$ cat src/inc/dbx_regs.vh
`ifndef DBX_REGS_VH
`define DBX_REGS_VH
`define DBX_IDX_W        3
`define DBX_IDX_STATUS   3'h6
`define DBX_IDX_CONTROL  3'h7
`define DBX_ST_SSTEP     4'he
`define DBX_ST_TSWITCH   4'hf
`define DBX_ST_DETECT    4'hd
`define DBX_CT_DETECT_EN 4'hd
`define DBX_CT_TYPE_LO   5'h10
`define DBX_AT_EXEC      2'h0
`define DBX_AT_WRITE     2'h1
`define DBX_AT_IO        2'h2
`define DBX_AT_RDWR      2'h3
`define DBX_LEN_1        2'h0
`define DBX_LEN_2        2'h1
`define DBX_LEN_8        2'h2
`define DBX_LEN_4        2'h3
`define DBX_VEC_DEBUG    8'h01
`define DBX_VEC_BRKINSN  8'h03
`define DBX_STATUS_RST   64'h0000_0000_ffff_0ff0
`define DBX_CONTROL_RST  64'h0000_0000_0000_0400
`endif

$ cat src/rtl/dbx_bp_match.v
`include "dbx_regs.vh"
`default_nettype none
// One breakpoint comparator; length masks low address bits
module dbx_bp_match (
  input  wire [63:0] bp_addr_in,
  input  wire [1:0]  match_length_in,
  input  wire [63:0] acc_addr_in,
  input  wire [3:0]  acc_len_in,
  output reg         hit_out
);
  reg [63:0] mask;
  reg [63:0] acc_last;
  reg [63:0] bp_lo;
  reg [63:0] bp_hi;
  always @* begin
    case (match_length_in) // see RQ23
      `DBX_LEN_1: mask = 64'hffff_ffff_ffff_ffff;
      `DBX_LEN_2: mask = 64'hffff_ffff_ffff_fffe;
      `DBX_LEN_8: mask = 64'hffff_ffff_ffff_fff8; // see RQ6
      default:    mask = 64'hffff_ffff_ffff_fffc;
    endcase
    bp_lo = bp_addr_in & mask;
    bp_hi = bp_lo | ~mask;
    acc_last = acc_addr_in + {60'h0, acc_len_in} - 64'h1;
    // Any byte of the access inside the range
    hit_out = (acc_len_in != 4'h0) && (acc_addr_in <= bp_hi) &&
              (acc_last >= bp_lo);
  end
endmodule
`default_nettype wire

$ cat src/rtl/dbx_debug_unit.v
// Summary of operation
// RQ1: Narrow writes zero upper 32 bits.
// RQ2: Narrow reads return lower 32 bits.
// RQ3: Wide mode moves full 64 bits.
// RQ4: Upper status/control ones raise protection fault.
// RQ5: Breakpoint addresses fully writable, unchecked.
// RQ6: Eight-byte data length works everywhere.
// RQ7: Debug vector 1, breakpoint instruction 3.
// RQ8: Instruction and detect are faults; rest traps.
// RQ9: Set matching status flag per condition.
// RQ10: Access type selects execute/write/io/readwrite.
// RQ11: One exception records all flags.
// RQ12: Execute breakpoint faults before the instruction.
// RQ13: Instruction breakpoints win over everything.
// RQ14: Stack segment load suppresses next breakpoint; code masks execute breakpoints only.
// RQ15: Resume flag masks instruction breakpoints.
// RQ16: Resume flag cleared at instruction start.
// RQ17: Task switch, wide return restore resume.
// RQ18: Other faults push resume flag one.
// RQ19: Mid-string interrupts and traps push one.
// RQ20: Otherwise push current resume flag.
// RQ21: Resume flag never masks data breakpoints.
// RQ22: Detect enable traps register access, cleared.
// RQ23: Length field picks 1,2,4,8 bytes.
// RQ24: Hit flags stay until software clears.
`include "dbx_regs.vh"
`default_nettype none
module dbx_debug_unit (
  input  wire        mclk_in,
  input  wire        rst_n_in,
  input  wire        wide_mode_in,
  input  wire        reg_move_in,
  input  wire        reg_write_in,
  input  wire [2:0]  reg_idx_in,
  input  wire [63:0] reg_wdata_in,
  input  wire        insn_start_in,
  input  wire [63:0] insn_addr_in,
  input  wire        stack_segment_load_in,
  input  wire        data_acc_in,
  input  wire        data_write_in,
  input  wire        io_acc_in,
  input  wire [63:0] acc_addr_in,
  input  wire [3:0]  acc_len_in,
  input  wire        insn_done_in,
  input  wire        trap_flag_in,
  input  wire        task_switch_trap_in,
  input  wire        resume_load_in,
  input  wire        resume_image_in,
  input  wire        event_in,
  input  wire        event_fault_in,
  input  wire        event_mid_string_in,
  input  wire        brk_insn_in,
  output reg  [63:0] reg_rdata_out,
  output reg         reg_rvalid_out,
  output reg         protection_fault_zero_out,
  output reg         debug_fault_out,
  output reg         debug_trap_out,
  output reg  [7:0]  vector_out,
  output reg         pushed_resume_out,
  output reg         pushed_valid_out,
  output reg         resume_flag_out,
  output reg  [63:0] debug_status_out,
  output reg  [63:0] debug_control_out
);
  reg [63:0] bp_addr [0:3];
  reg [63:0] debug_status_reg;
  reg [63:0] debug_control_reg;
  reg        resume_flag;
  reg        ss_inhibit;
  wire [3:0] data_hit;
  wire [3:0] exec_hit;
  reg [3:0]  trap_hits;
  reg [63:0] wval;
  reg [63:0] rval;
  reg        bad_upper;
  reg        detect_fault;
  reg        exec_fault;
  reg        trap_any;
  reg [63:0] next_status;
  wire [3:0] cmp_hit;
  wire       detect_en;
  integer    k;

  reg [2:0]  cause;
  reg [63:0] next_rdata;
  reg        next_rvalid;
  reg        next_prot_fault;
  reg        next_fault;
  reg        next_trap;
  reg [7:0]  next_vector;
  reg        next_push_valid;
  reg        next_push_resume;
  reg [63:0] next_control;
  reg [63:0] next_status_wr;
  reg        next_resume;
  reg        next_ss_inhibit;
  reg        bp_wr_en;
  reg [1:0]  bp_wr_idx;

  localparam [2:0] CAUSE_NONE   = 3'h0;
  localparam [2:0] CAUSE_EXEC   = 3'h1;
  localparam [2:0] CAUSE_DETECT = 3'h2;
  localparam [2:0] CAUSE_PROT   = 3'h3;
  localparam [2:0] CAUSE_MOVE   = 3'h4;
  localparam [2:0] CAUSE_TRAP   = 3'h5;
  localparam [2:0] CAUSE_BRK    = 3'h6;
  localparam [2:0] CAUSE_EVENT  = 3'h7;

  assign detect_en = debug_control_reg[`DBX_CT_DETECT_EN];

  genvar g;
  generate
    for (g = 0; g < 4; g = g + 1) begin : g_bp
      wire [1:0] atype;
      wire [1:0] alen;
      wire       en;
      wire [63:0] caddr;
      wire [3:0]  clen;
      assign atype = debug_control_reg[16+4*g +: 2];
      assign alen  = debug_control_reg[18+4*g +: 2];
      assign en    = debug_control_reg[2*g] | debug_control_reg[2*g+1];
      // Execute compare uses a one-byte fetch at the insn start
      assign caddr = (atype == `DBX_AT_EXEC) ? insn_addr_in : acc_addr_in;
      assign clen  = (atype == `DBX_AT_EXEC) ? 4'h1 : acc_len_in;
      dbx_bp_match u_match (
        .bp_addr_in      (bp_addr[g]),
        .match_length_in (alen),
        .acc_addr_in     (caddr),
        .acc_len_in      (clen),
        .hit_out         (cmp_hit[g])
      );
      assign exec_hit[g] = en && cmp_hit[g] && insn_start_in &&
                           atype == `DBX_AT_EXEC; // see RQ10
      // Data hits ignore the resume flag on purpose
      assign data_hit[g] = en && cmp_hit[g] && ( // see RQ10 see RQ21
        (atype == `DBX_AT_WRITE && data_acc_in && data_write_in) ||
        (atype == `DBX_AT_IO && io_acc_in) ||
        (atype == `DBX_AT_RDWR && data_acc_in));
    end
  endgenerate

  always @* begin
    // Narrow writes keep only the low word
    wval = wide_mode_in ? reg_wdata_in
                        : {32'h0, reg_wdata_in[31:0]}; // see RQ1 see RQ3
    if (reg_idx_in == `DBX_IDX_STATUS) begin
      rval = debug_status_reg;
    end else if (reg_idx_in == `DBX_IDX_CONTROL) begin
      rval = debug_control_reg;
    end else if (reg_idx_in[2] == 1'b0) begin
      rval = bp_addr[reg_idx_in[1:0]];
    end else begin
      rval = 64'h0;
    end
    if (!wide_mode_in) begin
      rval = {32'h0, rval[31:0]}; // see RQ2
    end
    bad_upper = reg_move_in && reg_write_in && wide_mode_in &&
                (reg_idx_in == `DBX_IDX_STATUS ||
                 reg_idx_in == `DBX_IDX_CONTROL) &&
                (reg_wdata_in[63:32] != 32'h0); // see RQ4
    detect_fault = reg_move_in && detect_en; // see RQ22
    // Blocked by resume flag and stack segment load shadow
    exec_fault = (|exec_hit) && !resume_flag &&
                 !ss_inhibit; // see RQ15 see RQ14
    trap_hits = insn_done_in ? data_hit : 4'h0;
    trap_any = (|trap_hits) || (insn_done_in && trap_flag_in) ||
               task_switch_trap_in; // see RQ8
    next_status = debug_status_reg;
    // Flags accumulate; only software clears them
    if (exec_fault) begin // see RQ13
      next_status[3:0] = next_status[3:0] | exec_hit; // see RQ9
    end else if (detect_fault) begin
      next_status[`DBX_ST_DETECT] = 1'b1; // see RQ9
    end else begin
      next_status[3:0] = next_status[3:0] | trap_hits; // see RQ11
      if (insn_done_in && trap_flag_in) begin
        next_status[`DBX_ST_SSTEP] = 1'b1;
      end
      if (task_switch_trap_in) begin
        next_status[`DBX_ST_TSWITCH] = 1'b1;
      end
    end
  end

  // Priority order picks the one request serviced this cycle
  always @* begin
    if (exec_fault) begin // see RQ13
      cause = CAUSE_EXEC;
    end else if (detect_fault) begin
      cause = CAUSE_DETECT;
    end else if (bad_upper) begin
      cause = CAUSE_PROT;
    end else if (reg_move_in) begin
      cause = CAUSE_MOVE;
    end else if (trap_any) begin
      cause = CAUSE_TRAP;
    end else if (brk_insn_in) begin
      cause = CAUSE_BRK;
    end else if (event_in) begin
      cause = CAUSE_EVENT;
    end else begin
      cause = CAUSE_NONE;
    end
  end

  // Lower requests in the same cycle are dropped, not queued
  always @* begin
    next_rdata       = reg_rdata_out;
    next_rvalid      = 1'b0;
    next_prot_fault  = 1'b0;
    next_fault       = 1'b0;
    next_trap        = 1'b0;
    next_vector      = vector_out;
    next_push_valid  = 1'b0;
    next_push_resume = pushed_resume_out;
    next_control     = debug_control_reg;
    next_status_wr   = next_status;
    bp_wr_en         = 1'b0;
    bp_wr_idx        = reg_idx_in[1:0];
    case (cause)
      CAUSE_EXEC: begin
        next_fault       = 1'b1; // see RQ12
        next_vector      = `DBX_VEC_DEBUG; // see RQ7
        next_push_valid  = 1'b1;
        // Breakpoint fault keeps live resume value
        next_push_resume = resume_flag; // see RQ20
        next_control[`DBX_CT_DETECT_EN] = 1'b0; // see RQ22
      end
      CAUSE_DETECT: begin
        next_fault       = 1'b1;
        next_vector      = `DBX_VEC_DEBUG;
        next_push_valid  = 1'b1;
        next_push_resume = 1'b1; // see RQ18
        next_control[`DBX_CT_DETECT_EN] = 1'b0; // see RQ22
      end
      CAUSE_PROT: begin
        // Refused move: no register changes
        next_prot_fault  = 1'b1; // see RQ4
        next_push_valid  = 1'b1;
        next_push_resume = 1'b1; // see RQ18
      end
      CAUSE_MOVE: begin
        if (!reg_write_in) begin
          next_rdata  = rval;
          next_rvalid = 1'b1;
        end else if (reg_idx_in == `DBX_IDX_STATUS) begin
          // Hardware sets in the same cycle win over the write
          next_status_wr = wval | (next_status & ~debug_status_reg);
        end else if (reg_idx_in == `DBX_IDX_CONTROL) begin
          next_control = wval;
        end else if (reg_idx_in[2] == 1'b0) begin
          bp_wr_en = 1'b1; // see RQ5
        end
      end
      CAUSE_TRAP: begin
        next_trap        = 1'b1; // see RQ8
        next_vector      = `DBX_VEC_DEBUG;
        next_push_valid  = 1'b1;
        next_push_resume = event_mid_string_in | resume_flag; // see RQ19
        next_control[`DBX_CT_DETECT_EN] = 1'b0;
      end
      CAUSE_BRK: begin
        // Software interrupt: resume flag already clear
        next_vector      = `DBX_VEC_BRKINSN; // see RQ7
        next_push_valid  = 1'b1;
        next_push_resume = 1'b0; // see RQ20
      end
      CAUSE_EVENT: begin
        // Plain handler entry: no debug flag
        next_push_valid  = 1'b1;
        next_push_resume = event_fault_in | event_mid_string_in |
                           resume_flag; // see RQ18 see RQ19 see RQ20
      end
      default: begin
        next_push_valid = 1'b0;
      end
    endcase
  end

  always @* begin
    // Load wins over clear: restore lands after the start
    if (resume_load_in) begin
      next_resume = resume_image_in; // see RQ17
    end else if (insn_start_in) begin
      next_resume = 1'b0; // see RQ16
    end else begin
      next_resume = resume_flag;
    end
    // Shadow covers only the next instruction start
    if (insn_start_in) begin
      next_ss_inhibit = stack_segment_load_in;
    end else begin
      next_ss_inhibit = ss_inhibit;
    end
  end

  always @(posedge mclk_in) begin
    if (!rst_n_in) begin
      for (k = 0; k < 4; k = k + 1) begin
        bp_addr[k] <= 64'h0;
      end
      debug_status_reg          <= `DBX_STATUS_RST;
      debug_control_reg         <= `DBX_CONTROL_RST;
      resume_flag               <= 1'b0;
      ss_inhibit                <= 1'b0;
      reg_rdata_out             <= 64'h0;
      reg_rvalid_out            <= 1'b0;
      protection_fault_zero_out <= 1'b0;
      debug_fault_out           <= 1'b0;
      debug_trap_out            <= 1'b0;
      vector_out                <= 8'h0;
      pushed_resume_out         <= 1'b0;
      pushed_valid_out          <= 1'b0;
    end else begin
      reg_rdata_out             <= next_rdata;
      reg_rvalid_out            <= next_rvalid;
      protection_fault_zero_out <= next_prot_fault;
      debug_fault_out           <= next_fault;
      debug_trap_out            <= next_trap;
      vector_out                <= next_vector;
      pushed_valid_out          <= next_push_valid;
      pushed_resume_out         <= next_push_resume;
      debug_status_reg          <= next_status_wr; // see RQ24
      debug_control_reg         <= next_control;
      resume_flag               <= next_resume;
      ss_inhibit                <= next_ss_inhibit;
      if (bp_wr_en) begin
        bp_addr[bp_wr_idx] <= wval; // see RQ5
      end
    end
  end

  always @(posedge mclk_in) begin
    if (!rst_n_in) begin
      resume_flag_out   <= 1'b0;
      debug_status_out  <= `DBX_STATUS_RST;
      debug_control_out <= `DBX_CONTROL_RST;
    end else begin
      resume_flag_out   <= resume_flag;
      debug_status_out  <= debug_status_reg;
      debug_control_out <= debug_control_reg;
    end
  end
endmodule
`default_nettype wire

$ cat config.mk
export PLATFORM = sky130hd
export DESIGN_NAME = dbx_debug_unit
export DESIGN_NICKNAME = d
export VERILOG_FILES = /design/src/rtl/dbx_bp_match.v /design/src/rtl/dbx_debug_unit.v
export VERILOG_INCLUDE_DIRS = /design/src /design/src/inc
export SDC_FILE = /design/constraint.sdc
export NUM_CORES = 2
export LEC_CHECK = 0
export ABC_AREA = 1
export CAP_MARGIN = 20
export CORE_AREA = 8 8 423 425
export DETAILED_ROUTE_END_ITERATION = 16
export DIE_AREA = 0 0 431 433
export DONT_BUFFER_PORTS = 1
export PLACE_DENSITY = 0.46
export RECOVER_POWER = 100
export SETUP_SLACK_MARGIN = 0.4
export SYNTH_ARGS = -nofsm -noshare
export SYNTH_HDL_FRONTEND = slang
export SYNTH_HIERARCHICAL = 1
export SYNTH_SLANG_ARGS = --single-unit
$ cat constraint.sdc
create_clock -name mclk_in -period 11.88 [get_ports mclk_in]
set_input_delay 1.188 -clock mclk_in [delete_from_list [all_inputs] [get_ports mclk_in]]
set_output_delay 1.188 -clock mclk_in [all_outputs]
set_load 0.05 [all_outputs]
Word level (Yosys, flattened, before mapping) --
Memory sizes are Yosys's and may differ from the RTL's. Cells that the tools add are included. Widths: inputs -> output; s select.
Storage, ports and cells: bits in registers 337, RAM bits 256, output and inout bits 207, logic and storage cells 242, memories 1
Memories:
- bp_addr | words 4, width 64, rd ports 5, clocked after memory_dff 0, write ports 4, RTL line dbx_debug_unit.v:65 | reg [63:0] bp_addr [0:3];
Operators by class: add/subtract/negate cells 8, magnitude comparators 8, equality and inequality tests 32, muxes and demuxes 60, bitwise logic cells 26, reduce and logical (&&, ||, !) cells 90
Operators with widths (number):
- $mux 64 | 10
- $and 64x64->64 | 5
- $not 64->64 | 5
- $or 64x64->64 | 5
- $add 64x4->64 | 4
- $ge 64x64->1 | 4
- $le 64x64->1 | 4
- $sub 64x1->64 const B | 4
- $reduce_or 64->1 | 1
- $logic_and 1x1->1 | 48
- $mux 16 | 3
- $mux 14 | 3
- $pmux 3 s3 | 4
- $reduce_bool 32->1 | 1
- $mux 4 | 7
- $eq 2x2->1 const B | 12
- $mux 3 | 8
- $mux 1 | 20
- $eq 3x3->1 const B | 6
- $eq 2x1->1 const B | 8
- $logic_not 2->1 | 8
- $pmux 8 s2 | 1
- $reduce_bool 4->1 | 4
- $logic_or 1x1->1 | 11
- other kinds (19) | 38

Logic depth before layout (Yosys ltp) --
word-level depth 25, mapped depth 49, mapped depth without buffers 46

Hierarchy --
Netlist, hierarchy kept.
Modules (own cells, without submodules):
- dbx_debug_unit | times used 1, cells an instance 3340, area each 26163.8 um^2, seq. area each 14313.7 um^2
- dbx_bp_match at g_bp[0].u_match ... | times used 2, cells an instance 1525, area each 8460.6 um^2, seq. area each 0.0 um^2
- dbx_bp_match at g_bp[1].u_match ... | times used 2, cells an instance 1546, area each 8374.3 um^2, seq. area each 0.0 um^2

Least setup slack after synthesis --
No wires, ideal clock.
path kind input to register, from in acc_addr_in[1], to mem bp_addr[3][0], enable pin, setup time 0.574 ns, arrival 9.746 ns, slack 1.560 ns, cell stages on the path 36, cell sequence inv_1 -> o21ai_0 -> inv_1 -> ha_1 -> inv_1 -> ha_1 -> fa_1 -> nand3_1 -> nand2_2 -> a21oi_2 -> inv_2 -> nand2_1 -> nand2_1 -> nand2_1 -> nand2_1 -> nand2_1 -> nand2_1 -> nand2_1 -> nand2_1 -> ha_1 -> nand2_1 -> nor4_1 -> nand4_1 -> nor3_1 -> nor2_1 -> nor2_1 -> o21ai_1 -> nor2_1 -> nand2_1 -> nand2_1 -> nor2_2 -> nand3_1 -> nand2_1 -> nor2_8 -> nand3_2 -> o21ai_0
RTL lines:
- from (decl) | RTL line dbx_debug_unit.v:42 | input wire [63:0] acc_addr_in,
- to (decl) | RTL line dbx_debug_unit.v:65

==> impl_results.md <==
- CP arrival: 10,850 ps
- Die Span X: 431 um
- CTS H-Tree Depth: 3
- Biggest register: bp_addr
- Post-synth ARST share: 0
- Die area: 187,000 um2
- Fmax: 95.1 MHz
- Leakage: 33.0 nW
- Initial Utilization: 0.347
- RSZ-0062 raised after global routing: no
- Clock latency on the worst-skew pair: 680 ps
- Critical Path Most Common Cell: nand2_1
- Initial antenna violation count: 37
- Non-filler cells, final: 11.8k
- Pwr Density: 127 nW/um2
- Routed wl met2: 134,000 um
- # clock sinks: 587
- Final slew viol count: 65
- Most frequent cells in the layout: 2,490 x nand2_1, 1,649 x inv_1, 1,150 x nor2_1
- Largest net degree at the start of global routing: 238
- Synth warn: 6
- Metal-1 WL: 129,000 um
- Crit path buf inv count: 7
- DR iter-0 viols: 6,688
- Nets: 10.4k
- Placed insts: 11.7k
- CP startpoint kind: flip-flop
- Period utilization: 0.885
- Slowest stage delay, CP: 830 ps
- Crit-path max FO: 47
- Total Power: 8.26 mW
- Final RePlAce weighted congestion: 1.02
- Total gr overflow: 0
- Final setup viols: 0
- Via count: 61.7k
- Critical Path Slowest Stage Cell: nor2_4
- DR WL/cell: 25.7 um
- Hpwl dp: 260,000 um
- PortBufs: 0
- Top Layer Used: met5
- GRT Overall Usage: 0.312
- Max reg flops: 256
- Cell family with most CP delay: simple AND/OR/NAND/NOR gates
- Worst-margin pin slew: 2150 ps
- Peak supply drop: 0.122 mV
- Post-route ant nets: 0
- Max_slew headroom: -0.436
- Status: finished, violations left
- Post-synth EDFFs: 256
- Final core occ: 0.376
- Crit end category: flip-flop
- Vias per inst: 5.22
- Wire length of the first global-routing pass: 422,000 um
- Prevailing post-synth register cell: dfxtp_1
- Row Count: 153
- CTS Hold Buffers Added: 0
- Core ar.: 172,000 um2
- Seq/Total Area, Yosys: 0.239
- I/O Pins: 425
- Drt drc: 0
- Yosys cell types: 55
- Critical Path RT: 12,220 ps
- Flops & latches, synth: 587
- Number of global-route vias before repair: 57.0k
- WS Path Type: flip-flop to flip-flop
- Setup TNS: 0 ps
- Failing checks: capacitance limit, slew limit
- Drt total wl: 304,000 um
- Clk_skew: 37.8 ps
- Die height: 433 um
- Setup Buffers After CTS: 0
- Post-route minimum period: 10,510 ps
- CTS Buf Count: 71
- Met3 routed WL: 26,600 um
- Syn-to-layout area delta: 8.50%
- Synth Area per Inst: 6.31 um2
- Commonest non-fill, non-tap cell in the layout: nand2_1
- Final Hold Fails: 0
- Pre-antenna DRT Iters: 6
- Clock root buffer: clkbuf_16
- Worst min path class: flip-flop to flip-flop
- Max-Cap Viols: 1
- Gate Count Post-Synth: 9,482
- Clock transition at path regs: 60 ps
- Layout cells sized above 1: 0.0538
- Synth Cell Area: 59,800 um2
- CTS tree: done
- Post-CTS Resized: 0
- Max clock buf depth: 3
-- power by group --
| part | switching (mW) | leakage, nW | total (mW) | internal [mW] |
|---|---|---|---|---|
| sequential | 0.125 | 5.33 | 2.30 | 2.17 |
| clock | 0.975 | 1.16 | 2.24 | 1.26 |
| combinational | 2.57 | 26.5 | 3.72 | 1.16 |
| total | 3.67 | 33.0 | 8.26 | 4.59 |
-- per-stage QoR --
stage	setup slack [ps]	instance area [um2]	hold slack [ps]
floorplan	1560	59900	407
detailed placement	2200	62600	419
finish	1370	64900	423
global placement	2280	62400	415
global route	795	64900	444
CTS	2350	64900	424
-- Yosys cell counts, types with 3 or more instances --
master | number | area, um2
o21ai_1 | 39 | 195
xnor2_1 | 12 | 105
buf_2 | 41 | 205
fa_1 | 4 | 80.1
clkbuf_1 | 143 | 537
inv_2 | 87 | 327
dfxtp_1 | 331 | 6630
a31oi_1 | 31 | 194
nor2_2 | 69 | 432
edfxtp_1 | 256 | 7690
and2_1 | 7 | 43.8
o21a_1 | 46 | 345
nor3_1 | 119 | 596
nand4_1 | 100 | 626
ha_1 | 776 | 9710
nand3b_1 | 8 | 60.1
nor3_2 | 8 | 80.1
buf_1 | 17 | 63.8
nor4_1 | 9 | 56.3
inv_1 | 1650 | 6190
nand2_1 | 2492 | 9350
a21boi_0 | 13 | 97.6
nor2_1 | 1153 | 4330
nor2_4 | 26 | 293
nand3_2 | 10 | 100
buf_4 | 11 | 82.6
a22oi_1 | 50 | 375
a21oi_2 | 6 | 52.6
nor4_2 | 18 | 225
a221oi_1 | 7 | 61.3
o211ai_1 | 8 | 60.1
clkinv_1 | 5 | 18.8
a21oi_1 | 636 | 3180
o21ai_2 | 4 | 35.0
o21bai_1 | 34 | 255
nand3_1 | 372 | 1860
o21ai_0 | 620 | 3100
nand2_2 | 62 | 388
buf_6 | 13 | 146
and3_1 | 6 | 37.5
or2_2 | 3 | 18.8
o22ai_1 | 12 | 75.1
xor2_1 | 130 | 1140
a21o_1 | 20 | 150
-- final timing paths --
path / endpoint / depth (start not counted) / slack (ps) / from
worst max-delay path: bp_addr[0][52]$_SDFFCE_PN0P_ / 42 / 1370 / debug_control_reg[20]$_SDFFE_PN0P_
worst min-delay path: debug_control_out[50]$_SDFF_PN0_ / 2 / 420 / debug_control_reg[50]$_SDFFE_PN0P_
worst max register to register: bp_addr[0][52]$_SDFFCE_PN0P_ / 42 / 1370 / debug_control_reg[20]$_SDFFE_PN0P_
worst min register to register: debug_control_out[50]$_SDFF_PN0_ / 2 / 420 / debug_control_reg[50]$_SDFFE_PN0P_
-- area by class of cell --
cell class                 count  area [um2]
sequential                   587       14300
tap                         2325        2910
inverter                    1743        6550
fill                       19100      108000
multi-input combinational   6932       38000
clock inverter                33         417
antenna                       25        62.6
clock buffer                  90        1960
timing repair buffer          92         711
-- cell families (layout without fill, tap and decap cells) --
family	Yosys count	count (layout)	share of synthesized area
AND/OR/NAND/NOR	4470	4470	0.311
AO/OA/AOI/OAI	1534	1534	0.139
flip-flops	587	587	0.239
buffers and inverters	1968	1958	0.127
other	1	31	0.0000627
adder cells (fa/ha/maj)	780	780	0.164
XOR/XNOR	142	142	0.0208
-- metal layers --
| metal | GRT usage | vias to the layer above |
|---|---|---|
| li1 | - | 30200 |
| met1 | 0.403 | 28600 |
| met2 | 0.498 | 2502 |
| met3 | 0.0739 | 393 |
| met4 | 0.131 | 20 |
| met5 | 0 | - |
-- worst register-to-register path, delay by kind of cell, from the launching register on --
family / cells / cell delay, ps
adders and majority gates: 2 / 620
and+or+nand+nor: 30 / 6240
buffers and inverters: 7 / 2100
DFF: 1 / 370
AOI/OAI and AO/OA: 3 / 880
No activity file was read; power rests on OpenSTA's default activity.
